### config.mk
export PLATFORM = sky130hd
export DESIGN_NAME = pasd_core
export DESIGN_NICKNAME = d
export VERILOG_FILES = /design/src/rtl/pasd_sync.sv /design/src/rtl/pasd_core.sv
export SDC_FILE = /design/constraint.sdc
export NUM_CORES = 1
export LEC_CHECK = 0
export CAP_MARGIN = 20
export CORE_MARGIN = 4
export CORE_UTILIZATION = 55
export CTS_BUF_LIST = sky130_fd_sc_hd__clkbuf_2
export DETAILED_ROUTE_END_ITERATION = 8
export DONT_BUFFER_PORTS = 1
export GPL_ROUTABILITY_DRIVEN = 0
export PLACE_DENSITY = 0.7
export SYNTH_ARGS = -nofsm -noshare
export SYNTH_HDL_FRONTEND = slang
export SYNTH_SLANG_ARGS = --single-unit
### constraint.sdc
create_clock -name i_clk -period 3.1 [get_ports i_clk]
set_input_delay 0.62 -clock i_clk [delete_from_list [all_inputs] [get_ports i_clk]]
set_output_delay 0.62 -clock i_clk [all_outputs]
set_load 0.01 [all_outputs]
### src/rtl/pasd_sync.sv
`timescale 1ns/1ps

package pasd_pkg;
    localparam int          STAGES       = 32;
    localparam int          LAST_STAGE   = STAGES - 1;
    localparam int          SYNC_WIDTH   = 4;
    localparam int          SYNC_CLK     = 0;
    localparam int          SYNC_DATA    = 1;
    localparam int          SYNC_STROBE  = 2;
    localparam int          SYNC_SUSTAIN = 3;
    localparam logic [3:0]  SYNC_RESET   = 4'hF;
    localparam logic [31:0] OUT_IDLE     = 32'hFFFFFFFF;
    localparam logic [31:0] OUT_LOW      = 32'h00000000;
    localparam logic [31:0] SHIFT_RESET  = 32'hFFFFFFFF;
    localparam int          CLK_PERIOD_PS     = 5000;
    localparam int          SHIFT_MIN_PERIOD_NS = 250;
    localparam int          SHIFT_MIN_CYCLES  =
        (SHIFT_MIN_PERIOD_NS * 1000 + CLK_PERIOD_PS - 1) / CLK_PERIOD_PS;
endpackage

module pasd_sync (
    input  wire logic                           i_clk,
    input  wire logic                           i_rst,
    input  wire logic [pasd_pkg::SYNC_WIDTH-1:0] i_async,
    output logic      [pasd_pkg::SYNC_WIDTH-1:0] o_sync
);
    import pasd_pkg::*;

    logic [SYNC_WIDTH-1:0] meta;

    // open pins idle high, so the chain starts at one
    always_ff @(posedge i_clk or posedge i_rst) begin
        if (i_rst) begin
            meta   <= SYNC_RESET;
            o_sync <= SYNC_RESET;
        end else begin
            meta   <= i_async;
            o_sync <= meta;
        end
    end
endmodule
### src/rtl/pasd_core.sv
`timescale 1ns/1ps

module pasd_core (
    input  wire logic        i_clk,
    input  wire logic        i_rst,
    input  wire logic        i_shift_clk,
    input  wire logic        i_data,
    input  wire logic        i_strobe_n,
    input  wire logic        i_sustain_n,
    output logic      [31:0] o_out
);
    import pasd_pkg::*;

    logic [SYNC_WIDTH-1:0]     pins_s;
    logic                      clk_prev;
    logic                      shift_rise;
    logic                      data_s;
    logic                      strobe_s;
    logic                      sustain_s;
    logic [STAGES-1:0]         sr;
    logic [STAGES-1:0]         next_out;
    logic                      first_q;
    logic [$clog2(STAGES)-1:0] shift_count;

    // pins cross into i_clk through two flops each
    pasd_sync u_sync (
        .i_clk   (i_clk),
        .i_rst   (i_rst),
        .i_async ({i_sustain_n, i_strobe_n, i_data, i_shift_clk}),
        .o_sync  (pins_s)
    );

    assign data_s     = pins_s[SYNC_DATA];
    assign strobe_s   = pins_s[SYNC_STROBE];
    assign sustain_s  = pins_s[SYNC_SUSTAIN];
    assign shift_rise = pins_s[SYNC_CLK] & ~clk_prev;

    always_ff @(posedge i_clk or posedge i_rst) begin
        if (i_rst) begin
            clk_prev <= 1'b1;
        end else begin
            clk_prev <= pins_s[SYNC_CLK];
        end
    end

    // all ones after reset, so a strobe before any shift pulls nothing low
    // the register sees only the logic inputs, never the output supply
    always_ff @(posedge i_clk or posedge i_rst) begin
        if (i_rst) begin
            sr <= SHIFT_RESET;
        end else if (shift_rise) begin
            sr <= {sr[LAST_STAGE-1:0], data_s};
        end
    end

    // per output view of the strobe, so one stuck bit names itself
    property p_bit_low(stored, level);
        @(posedge i_clk) disable iff (i_rst)
        sustain_s && !strobe_s && !stored |=> !level;
    endproperty

    property p_bit_high(stored, level);
        @(posedge i_clk) disable iff (i_rst)
        sustain_s && !strobe_s && stored |=> level;
    endproperty

    // every output decides independently, no section grouping
    genvar k;
    generate
        for (k = 0; k < STAGES; k++) begin : g_out
            always_comb begin
                if (!sustain_s) begin
                    next_out[k] = 1'b0;
                end else if (!strobe_s) begin
                    next_out[k] = sr[k];
                end else begin
                    next_out[k] = 1'b1;
                end
            end

            a_bit_low: assert property (p_bit_low(sr[k], o_out[k])) else $error("bit zero, output high");
            a_bit_high: assert property (p_bit_high(sr[k], o_out[k])) else $error("bit one, output low");
        end
    endgenerate

    always_ff @(posedge i_clk or posedge i_rst) begin
        if (i_rst) begin
            o_out <= OUT_IDLE;
        end else begin
            o_out <= next_out;
        end
    end

    always_ff @(posedge i_clk or posedge i_rst) begin
        if (i_rst) begin
            first_q <= 1'b1;
        end else begin
            first_q <= 1'b0;
        end
    end

    // counts shift edges modulo one word, so a cover can see a full load
    always_ff @(posedge i_clk or posedge i_rst) begin
        if (i_rst) begin
            shift_count <= '0;
        end else if (shift_rise) begin
            shift_count <= shift_count + 1'b1;
        end
    end

    property p_shift_capture;
        @(posedge i_clk) disable iff (i_rst)
        shift_rise |=> sr[0] == $past(data_s);
    endproperty
    a_shift_capture: assert property (p_shift_capture) else $error("shift did not capture data");

    property p_shift_move;
        @(posedge i_clk) disable iff (i_rst)
        shift_rise |=> sr[LAST_STAGE:1] == $past(sr[LAST_STAGE-1:0]);
    endproperty
    a_shift_move: assert property (p_shift_move) else $error("bits did not advance one stage");

    property p_hold;
        @(posedge i_clk) disable iff (i_rst)
        !shift_rise |=> sr == $past(sr);
    endproperty
    a_hold: assert property (p_hold) else $error("register changed without shift edge");

    property p_sustain;
        @(posedge i_clk) disable iff (i_rst)
        !sustain_s |=> o_out == OUT_LOW;
    endproperty
    a_sustain: assert property (p_sustain) else $error("sustain did not force outputs low");

    // the chain restarts at ones, so a pin held low through release shows late
    property p_sustain_pin;
        @(posedge i_clk) disable iff (i_rst)
        (!first_q && !i_sustain_n) [*3] |=> o_out == OUT_LOW;
    endproperty
    a_sustain_pin: assert property (p_sustain_pin) else $error("sustain pin latency too long");

    property p_strobe;
        @(posedge i_clk) disable iff (i_rst)
        sustain_s && !strobe_s |=> o_out == $past(sr);
    endproperty
    a_strobe: assert property (p_strobe) else $error("strobed outputs differ from stored bits");

    property p_idle;
        @(posedge i_clk) disable iff (i_rst)
        sustain_s && strobe_s |=> o_out == OUT_IDLE;
    endproperty
    a_idle: assert property (p_idle) else $error("idle outputs not high");

    property p_open_inputs;
        @(posedge i_clk) disable iff (i_rst)
        first_q |-> strobe_s && sustain_s && data_s && o_out == OUT_IDLE;
    endproperty
    a_open_inputs: assert property (p_open_inputs) else $error("inputs not read as one after reset");

    // a pin rise becomes one shift edge, two edges after the high level is sampled
    property p_shift_pin;
        @(posedge i_clk) disable iff (i_rst)
        (!first_q && !i_shift_clk) ##1 i_shift_clk |-> ##2 shift_rise;
    endproperty
    a_shift_pin: assert property (p_shift_pin) else $error("pin rise did not give a shift");

    // a glitch inside the edge detector would shift without any pin rise
    property p_shift_cause;
        @(posedge i_clk) disable iff (i_rst)
        shift_rise |-> $past(i_shift_clk, 2) && !$past(i_shift_clk, 3);
    endproperty
    a_shift_cause: assert property (p_shift_cause) else $error("shift without a pin rise");

    property p_idle_pin;
        @(posedge i_clk) disable iff (i_rst)
        (!first_q && i_sustain_n && i_strobe_n) [*3] |=> o_out == OUT_IDLE;
    endproperty
    a_idle_pin: assert property (p_idle_pin) else $error("idle pins did not give high outputs");

    // no output may go low unless strobe or sustain asked for it
    property p_low_cause;
        @(posedge i_clk) disable iff (i_rst)
        o_out != OUT_IDLE |-> $past(!sustain_s || !strobe_s);
    endproperty
    a_low_cause: assert property (p_low_cause) else $error("output low without a cause");

    c_shift: cover property (
        @(posedge i_clk) disable iff (i_rst)
        shift_rise && !data_s
    );

    c_strobe: cover property (
        @(posedge i_clk) disable iff (i_rst)
        sustain_s && !strobe_s && sr != SHIFT_RESET
    );

    c_sustain: cover property (
        @(posedge i_clk) disable iff (i_rst)
        !sustain_s ##1 sustain_s
    );

    c_full_word: cover property (
        @(posedge i_clk) disable iff (i_rst)
        shift_rise && shift_count == LAST_STAGE
    );

    c_all_low: cover property (
        @(posedge i_clk) disable iff (i_rst)
        (sustain_s && !strobe_s && sr == OUT_LOW) ##1 o_out == OUT_LOW
    );
endmodule

; ---- Yosys cells after proc, flatten, opt, wreduce, memory -nomap -nowiden
; Index checks and enable logic that the tools add are counted.
[classes]
mux = 64
n_bitwise = 2
[op_table]
columns = operator, n
row1 = 1-bit two-way mux, 64
row2 = 1-bit bitwise AND, 1
row3 = 1-bit NOT, 1
[totals]
reg_bits = 73
input_bits = 6
output_inout_bits = 32

; ---- Logic depth before layout (Yosys ltp)
; Gate-level depths: netlist of the first run.
[logic_depth]
depth_word = 2
mapped_depth = 4
mapped_depth_nobuf = 2

; ---- Modules after synthesis
; Synthesis of the first run repeated with hierarchy kept, for this count alone.
[unflattened]
hier_cells = 150
hier_area_um2 = 2752.6
[by_module_without_submodules]
columns = mod, n_inst, cells_each, area_per_inst_um2, seq_area_each_um2
row1 = pasd_core, 1, 141, 2538.7, 1707.9
row2 = pasd_sync, 1, 9, 214.0, 210.2

; ---- Worst setup path before layout of the first run
; OpenSTA, ideal clock, no wires.
[synth_timing]
path_type = register -> register
startpoint = reg u_sync.o_sync[0] in the netlist's numbering
endpoint = reg sr[0]
setup_time_ns = 0.082
arrival_ns = 1.192
slack_ns = 1.826
stages_incl_launch_ff = 5
n_path_buf = 2
cell_sequence = dfstp_2 nor2b_4 buf_6 buf_12 mux2_4
[synth_between]
elab_chain_len = 1
[synth_rtl]
columns = element, line_no
row1 = from (decl), pasd_sync.sv:25  ; output logic [pasd_pkg::SYNC_WIDTH-1:0] o_sync
row2 = from (signal assigned), pasd_sync.sv:38  ; o_sync <= meta;
row3 = 1-bit bitwise AND, pasd_core.sv:36  ; assign shift_rise = pins_s[SYNC_CLK] & ~clk_prev;
row4 = to (signal assigned), pasd_core.sv:52  ; sr <= {sr[LAST_STAGE-1:0], data_s};
row5 = to (decl), pasd_core.sv:20  ; logic [STAGES-1:0] sr;
; No other way between the ends.
; A chain may end at the register's enable or synchronous reset.

; ---- Worst setup path in the final report of the first run
[layout_timing]
startpoint = reg u_sync.o_sync[0] in the netlist's numbering
endpoint = reg sr[16]
; The elaborated chain is that of the path after synthesis.

==> out/metrics.yaml, run 1 <==
slew_headroom_pct: 55.0
first_pass_iters: 4
p_leak_nw: 1.16
synth-seq-cells: 73
grt_max_degree: 37
slew_violations: 0
cts_resized: 0
grt_overflow_total: 0
nets: 159
clk_latency_ns: 0.47
dieArea_um2: 6190
avgViaCountPerCell: 5.26
setup_violations: 0
vias: 1183
busiest_layer: "met2"
dpl_cell_area_um2: 2760
min_path_type: "in -> reg"
r2r_setup_slack_ns: 1.16
synth_cell_types: 10
synth_nets: 155
wl_um: 3800
period_share_pct: 62.7
register_area_um2: 1920
die_w_um: 78.7
ys.warnings.count: 0
clkTransAtPathRegs_ns: 0.17
grtUsageMet2_pct: 19.8
cts_hold_buf: 0
holdPathEnd: "u_sync.meta[1]"
drt_iter0_drc: 26
seqPwrFrac_pct: 62.6
syn_inst: 149
antenna_found_initial: 0
grt_pass1_vias: 1304
end_kind: "flop"
status: "finished clean"
pwr-share-clk_pct: 26.7
synthTopCellsByArea: "dfstp_2 (70%), mux2_4 (16%), o21a_1 (8.7%)"
area_growth_pct: 5.05
cts_setup_buffers: 0
cts_root_buffer: "clkbuf_2"
tightestPinTransition_ns: 0.674
num_rows: 25
met1_usage_pct: 18.3
ys_seq_area_share_pct: 69.8
path_class: "reg -> reg"
dp_hpwl_um: 2330
min_path_cells: 0
htreeDepth: 3
fin_skew_ns: 0.0207
syn_area_um2: 2750
hold_viol_final: 0
start_kind: "flop"
antenna_cells: 0
swShare_pct: 23.8
p_int_mw: 1.63
start_util_pct: 57.4
min_period_ns: 1.94
die_y_um: 78.7
track_usage_pct: 14.2
drive_gt1_share_pct: 78.5
synth_top_area_share_pct: 69.8
tritoncts: "yes"
numCtsBuffers: 9
multi_input_area_um2: 727
drcViolationCount: 0
switching_power_mw: 0.509
hold_start: "i_data"
combPwrFrac_pct: 10.7
fill_cells: 342
crit_arrival_ns: 2.36
powerDensity_nw_per_um2: 739
io_pins: 38
p_total_mw: 2.14
rsz0062_at_grt: "false"
setup_tns_ns: 0
critPathMaxFanout: 18
r2r-end: "sr[16]"
avgSynthCellArea_um2: 18.4
core_area_um2: 4790
cts_max_path_buffers: 2
ant_nets: 0
reg2reg_from: "u_sync.o_sync[0]"
fmax_ghz: 0.514
cap_viol_max_count: 0
portBuffers: 0
routedWlPerCell_um: 16.9
use_met3_pct: 5.67
netlist.top_cell.by_area: "dfstp_2"
grt_pass1_wl_um: 6490
rr_worst_depth: 3
cts_sinks: 73
fin_area_um2: 2890
required_ns: 3.51
vdd_ir_drop_max_mv: 0.386
-- area by class of cell --
cell class	instances	area share, %
multi-input combinational	65	25.2
tap	67	2.90
clock buffer	10	1.73
inverter	1	0.130
clock inverter	6	2.86
timing repair buffer	3	0.780
sequential	73	66.4
-- cells in the mapped netlist --
cell type   n
dfstp_2    73
inv_1       1
buf_12      3
o21a_1     32
buf_2       5
nor2b_4     1
buf_6       1
mux2_4     30
clkbuf_1    1
mux2_2      2
-- logic make-up (layout without fill, tap and decap cells) --
logic type             count (synthesis)  after routing  synth area share, %
AOI/OAI and AO/OA                     32             32                 8.74
buffers and inverters                 11             20                 3.78
and+or+nand+nor                        1              1                0.501
muxes                                 32             32                 17.2
DFF                                   73             73                 69.8
-- power by group through the flow --
stage          clock network (mW)  logic, mW  registers [mW]
2_1_floorplan                   0      0.226            1.30
3_3_place_gp                    0      0.222            1.35
3_5_place_dp                    0      0.230            1.35
4_1_cts                     0.594      0.232            1.34
5_1_grt                     0.640      0.247            1.36
6_report                    0.569      0.228            1.34
-- flip-flops by register name, indices dropped and copies added (netlist names) --
signal and flops:
o_out 32, sr 32, u_sync.meta 4, u_sync.o_sync 4, clk_prev 1
-- how the worst max path moves through the flow --
stage	end	start	cells after the start
finish	sr[16]	u_sync.o_sync[0]	3
global route	sr[16]	u_sync.o_sync[0]	3
detailed placement	sr[21]	u_sync.o_sync[0]	3
global placement	sr[21]	u_sync.o_sync[0]	3
floorplan	clk_prev	i_rst	1
CTS	sr[16]	u_sync.o_sync[0]	3
-- metrics by stage --
| stage | cells | worst slack (ns) | hold WS, ns | utilization (%) |
|---|---|---|---|---|
| floorplan | 149 | 1.17 | 0.345 | - |
| global placement | 209 | 1.24 | 0.347 | 57.6 |
| detailed placement | 209 | 1.18 | 0.347 | 57.6 |
| CTS | 225 | 1.13 | 0.0621 | 60.3 |
| global route | 225 | 1.09 | 0.0177 | 60.3 |
| finish | 225 | 1.16 | 0.123 | 60.3 |
-- layer usage --
| layer | up-vias | part of all wire (%) |
|---|---|---|
| met2 | 29 | 47 |
| met1 | 626 | 45 |
| met5 | - | 0 |
| li1 | 518 | - |
| met4 | 0 | 2.8 |
| met3 | 10 | 5.0 |
-- worst max-delay path, stage by stage, from the launching register on --
cell and delay, ns:
dfstp_2 0.58, nor2b_4 0.58, buf_4 0.40, mux2_4 0.33
-- layout by cell type (no fill, tap or decap) --
cell	instances
dfstp_2	73
o21a_1	32
mux2_4	30
clkbuf_2	10
buf_4	3
mux2_2	2
clkinv_1	2
clkinvlp_4	2
bufinv_16	2
nor2b_4	1
inv_2	1
(Power assumes the default switching activity.)
==> run 2: changes to the inputs <==
- clock period: 3.1 -> 2 ns (I/O delays scaled with it)
==> run 2 against run 1 <==
Net effect:
- non-clock buffer count increased by 3
- worst hold slack lost 0.016 ns
- cell count is 1.3% higher
- clock power up 30%
- die area is the same
- setup slack worse by 0.63 ns
- flip-flop and latch count unchanged
- register-to-register slack got worse by 0.55 ns
==> out/metrics.yaml, run 2 (same netlist as run 1, synthesis figures left out) <==
ant_nets: 0  # unchanged
wl_um: 3770  # -0.92%
dieArea_um2: 6190  # unchanged
area_growth_pct: 6.01
vdd_ir_drop_max_mv: 0.522  # +35%
pwr-share-clk_pct: 23.4  # -3.3 points
mostFrequentLayoutCells: "dfstp_2 (73), o21a_1 (32), mux2_4 (30)"
setup_tns_ns: 0  # unchanged
rsz0062_at_grt: "false"
fmax_ghz: 0.677
status: "finished clean"
path_depth: 0  # -3
reg.largest.list: "o_out x32, sr x32"
tightestPinTransition_ns: 0.584  # -0.0894 ns
worst_slack_ns: 0.522  # -0.634 ns
cts_setup_buffers: 0  # unchanged
cap_viol_max_count: 0  # unchanged
core_area_um2: 4790  # unchanged
cts_max_path_buffers: 2  # unchanged
htreeDepth: 3  # unchanged
dp_slack_ns: 0.634  # -0.548 ns
critPathMaxFanout: 1  # -17
nets: 162  # +1.9%
end_kind: "output port"
numCtsBuffers: 9  # unchanged
period_share_pct: 73.9
clkTransAtPathRegs_ns: 0.18  # about the same
startpoint: "o_out[8]"
start_util_pct: 57.4  # unchanged
switching_power_mw: 0.765  # +50%
r2r_setup_slack_ns: 0.61  # -0.55 ns
crit_path_end: "o_out[8]"
track_usage_pct: 14.3  # +0.14 points
first_pass_iters: 4  # unchanged
hold_viol_final: 0  # unchanged
die_w_um: 78.7  # unchanged
grt_overflow_total: 0  # unchanged
rr_worst_depth: 3  # unchanged
antenna_cells: 0  # unchanged
antenna_found_initial: 0  # unchanged
die_y_um: 78.7  # unchanged
final_common_cell: "dfstp_2"
routedWlPerCell_um: 16.5  # -2.2%
swShare_pct: 24.1  # +0.29 points
combPwrFrac_pct: 11.4  # +0.7 points
fin_skew_ns: 0.0191  # -0.00160 ns
drt_iter0_drc: 93  # +260%
p_total_mw: 3.17  # +48%
slew_headroom_pct: 61.0  # +6.1 points
vias: 1171  # -1.0%
portBuffers: 0  # unchanged
p_leak_nw: 1.18  # +1.3%
required_ns: 1.60  # -1.91 ns
start_kind: "flop"
r2r-end: "sr[29]"
avgViaCountPerCell: 5.14  # -2.3%
whs_ns: 0.108  # -0.0157 ns
reg2reg_from: "u_sync.o_sync[0]"
io_pins: 38  # unchanged
cts_root_buffer: "clkbuf_2"
slew_violations: 0  # unchanged
tritoncts: "yes"
seqPwrFrac_pct: 65.2  # +2.6 points
grt_max_degree: 74  # +100%
p_int_mw: 2.40  # +48%
clk_latency_ns: 0.49  # +0.02 ns
crit_arrival_ns: 1.08  # -1.28 ns
cts_sinks: 73  # unchanged
min_period_ns: 1.48
min_path_type: "in -> async"
setup_violations: 0  # unchanged
cts_resized: 0  # unchanged
path_class: "reg -> out"
drive_gt1_share_pct: 75.8  # -2.7 points
num_rows: 25  # unchanged
grt_pass1_wl_um: 6460  # -0.52%
powerDensity_nw_per_um2: 1090  # +47%
drcViolationCount: 0  # unchanged
grt_pass1_vias: 1260  # -3.4%
-- run 2: through the flow --
stage	utilization (%)	cell area [um2]	cells
after floorplan	-	2750	149
after detailed placement	57.9	2770	208
after global placement	57.9	2770	208
after CTS	60.9	2910	228
final	60.9	2910	228
after global routing	60.9	2910	228
-- run 2: worst min path at each step --
stage                         from          endpoint  cells past startpoint
floorplan           u_sync.meta[0]  u_sync.o_sync[0]                      0
global placement    u_sync.meta[2]  u_sync.o_sync[2]                      0
detailed placement  u_sync.meta[3]  u_sync.o_sync[3]                      0
CTS                          i_rst            sr[27]                      2
global route                 i_rst          o_out[5]                      2
finish                       i_rst          o_out[5]                      2
-- run 2: what timing repair did --
item                                   4_1_cts  5_1_grt
setup endpoints to repair                    0        0
hold buffers                                 4        0
endpoints found under the hold margin        4        0
-- run 2: layout make-up --
class	instances	area, um2
Multi-Input combinational cell	65	727
Clock inverter	5	46.3
Clock buffer	11	55.1
Inverter	1	3.75
Fill cell	354	1870
Timing Repair Buffer	6	80.1
Sequential cell	73	1920
Tap cell	67	83.8
-- run 2: layer usage --
layer | share of wire (%) | routed length [um] | track usage (%) | vias up
met2 | 46 | 1720 | 20.4 | 30
met1 | 46 | 1730 | 18.0 | 603
met5 | 0 | 0 | 0 | -
li1 | - | - | - | 527
met3 | 5.7 | 213 | 6.12 | 11
met4 | 2.8 | 105 | 8.92 | 0
-- run 2: power groups by stage --
stage	sequential [mW]	combinational, mW	clock [mW]
after CTS	2.07	0.370	0.772
after global routing	2.11	0.392	0.852
final	2.07	0.362	0.741
after detailed placement	2.10	0.359	0
after floorplan	2.02	0.351	0
after global placement	2.08	0.350	0
==> run 3: changes to the inputs <==
- clock period: 2 -> 1.4 ns (I/O delays scaled with it)
==> run 3 against run 2 <==
Net effect:
- final area up 3.8%
- largest power group unchanged
- cell count up 1.8%
- utilization up 2.3 points
- setup slack worse by 0.50 ns
- non-clock buffer count up 4
==> out/metrics.yaml, run 3 (same netlist as run 1, synthesis figures left out) <==
status: "finished clean"
first_pass_iters: 4  # unchanged
track_usage_pct: 15.1  # +0.74 points
grt_max_degree: 62  # -16%
worst_slack_ns: 0.0197  # -0.502 ns
nets: 166  # +2.5%
htreeDepth: 3  # unchanged
slew_headroom_pct: 79.9  # +19 points
end_kind: "flop"
clkTransAtPathRegs_ns: 0.20  # +0.02 ns
slew_violations: 0  # unchanged
drt_iter0_drc: 64  # -31%
antenna_found_initial: 0  # unchanged
antenna_cells: 0  # unchanged
io_pins: 38  # unchanged
grt_pass1_vias: 1319  # +4.7%
start_util_pct: 57.4  # unchanged
fin_skew_ns: 0.0240  # +0.00491 ns
numCtsBuffers: 9  # unchanged
mostFrequentLayoutCells: "dfstp_2 (73), o21a_1 (32), mux2_4 (30)"
cts_sinks: 73  # unchanged
drive_gt1_share_pct: 77.6  # +1.8 points
whs_ns: 0.299  # +0.191 ns
setup_violations: 0  # unchanged
fmax_ghz: 0.724
wl_um: 3910  # +3.7%
dieArea_um2: 6190  # unchanged
portBuffers: 0  # unchanged
core_area_um2: 4790  # unchanged
critPathMaxFanout: 17  # +16
cts_setup_buffers: 0  # unchanged
vias: 1191  # +1.7%
start_kind: "flop"
ant_nets: 0  # unchanged
grt_overflow_total: 0  # unchanged
vdd_ir_drop_max_mv: 0.813  # +56%
routedWlPerCell_um: 16.8  # +2.0%
p_leak_nw: 1.22  # +3.2%
rsz0062_at_grt: "true"
tightestPinTransition_ns: 0.301  # -0.284 ns
cts_root_buffer: "clkbuf_2"
cap_viol_max_count: 0  # unchanged
period_share_pct: 98.6
die_y_um: 78.7  # unchanged
final_common_cell: "dfstp_2"
min_period_ns: 1.38
die_w_um: 78.7  # unchanged
dp_hpwl_um: 2400
path_class: "reg -> reg"
grt_pass1_wl_um: 6890  # +6.6%
required_ns: 1.82  # +0.22 ns
clk_latency_ns: 0.49  # about the same
num_rows: 25  # unchanged
crit_arrival_ns: 1.80  # +0.72 ns
reg.largest.list: "o_out x32, sr x32"
drcViolationCount: 0  # unchanged
min_path_type: "in -> reg"
area_growth_pct: 10.1
powerDensity_nw_per_um2: 1600  # +47%
avgViaCountPerCell: 5.13  # about the same
dp_slack_ns: 0.0526  # -0.581 ns
cts_max_path_buffers: 2  # unchanged
hold_viol_final: 0  # unchanged
setup_tns_ns: 0  # unchanged
tritoncts: "yes"
## run 3: changes by cell type in the layout (fill, tap and decap cells not counted), moves of 2 or more
cell and change:
buf_12 +3, clkinv_1 -3, clkinvlp_4 +3, clkbuf_2 -2
## run 3: layout make-up
cell class                      instances  area (um2)
Clock inverter                          7        93.8
Clock buffer                            9        45.0
Timing Repair Buffer                   10         150
Inverter                                1        7.51
Multi-Input combinational cell         65         727
Tap cell                               67        83.8
Sequential cell                        73        1920
Fill cell                             344        1760
## run 3: worst paths after layout
kind                                   to  slack [ns]             start  cells after the start
min                        u_sync.meta[1]        0.30            i_data                      1
max                                sr[26]        0.02  u_sync.o_sync[0]                      3
max reg2reg                        sr[26]        0.02  u_sync.o_sync[0]                      3
min reg2reg                      clk_prev        0.37  u_sync.o_sync[0]                      0
min in group asynchronous       o_out[13]        0.41             i_rst                      2
max in group asynchronous       o_out[28]        0.59             i_rst                      3
## run 3: stage by stage
step | cell area, um2 | std cells | total power, mW | utilization, %
final | 3030 | 232 | 4.83 | 63.2
after global placement | 2840 | 211 | 3.50 | 59.3
after CTS | 3030 | 232 | 4.89 | 63.2
after detailed placement | 2840 | 211 | 3.53 | 59.3
after global routing | 3030 | 232 | 5.09 | 63.2
after floorplan | 2750 | 149 | 3.38 | -
## run 3: what timing repair did
action,4_1_cts,5_1_grt
setup endpoints to repair,20,32
endpoints found under the hold margin,16,0
hold buffers,5,0
gates resized for setup,0,0
## run 3: per-layer routing
metal | global-route usage, % | share of wire (%) | vias to the layer above | routed length (um)
met5 | 0 | 0 | - | 0
met4 | 8.39 | 2.1 | 0 | 83
met3 | 6.35 | 5.6 | 9 | 219
met2 | 21.5 | 48 | 30 | 1870
met1 | 19.4 | 44 | 616 | 1740
li1 | - | - | 536 | -
## run 3: critical path, cell delays in order (launching register included)
cell	delay [ns]
dfstp_2	0.58
nor2b_4	0.23
buf_12	0.21
mux2_4	0.31
## run 3: where the power goes
| group | internal, mW | total, mW | leakage (nW) | switching [mW] |
|---|---|---|---|---|
| Sequential | 2.66 | 2.93 | 0.762 | 0.275 |
| Clock | 0.590 | 1.33 | 0.0783 | 0.737 |
| Combinational | 0.386 | 0.565 | 0.376 | 0.180 |
| Total | 3.64 | 4.83 | 1.22 | 1.19 |
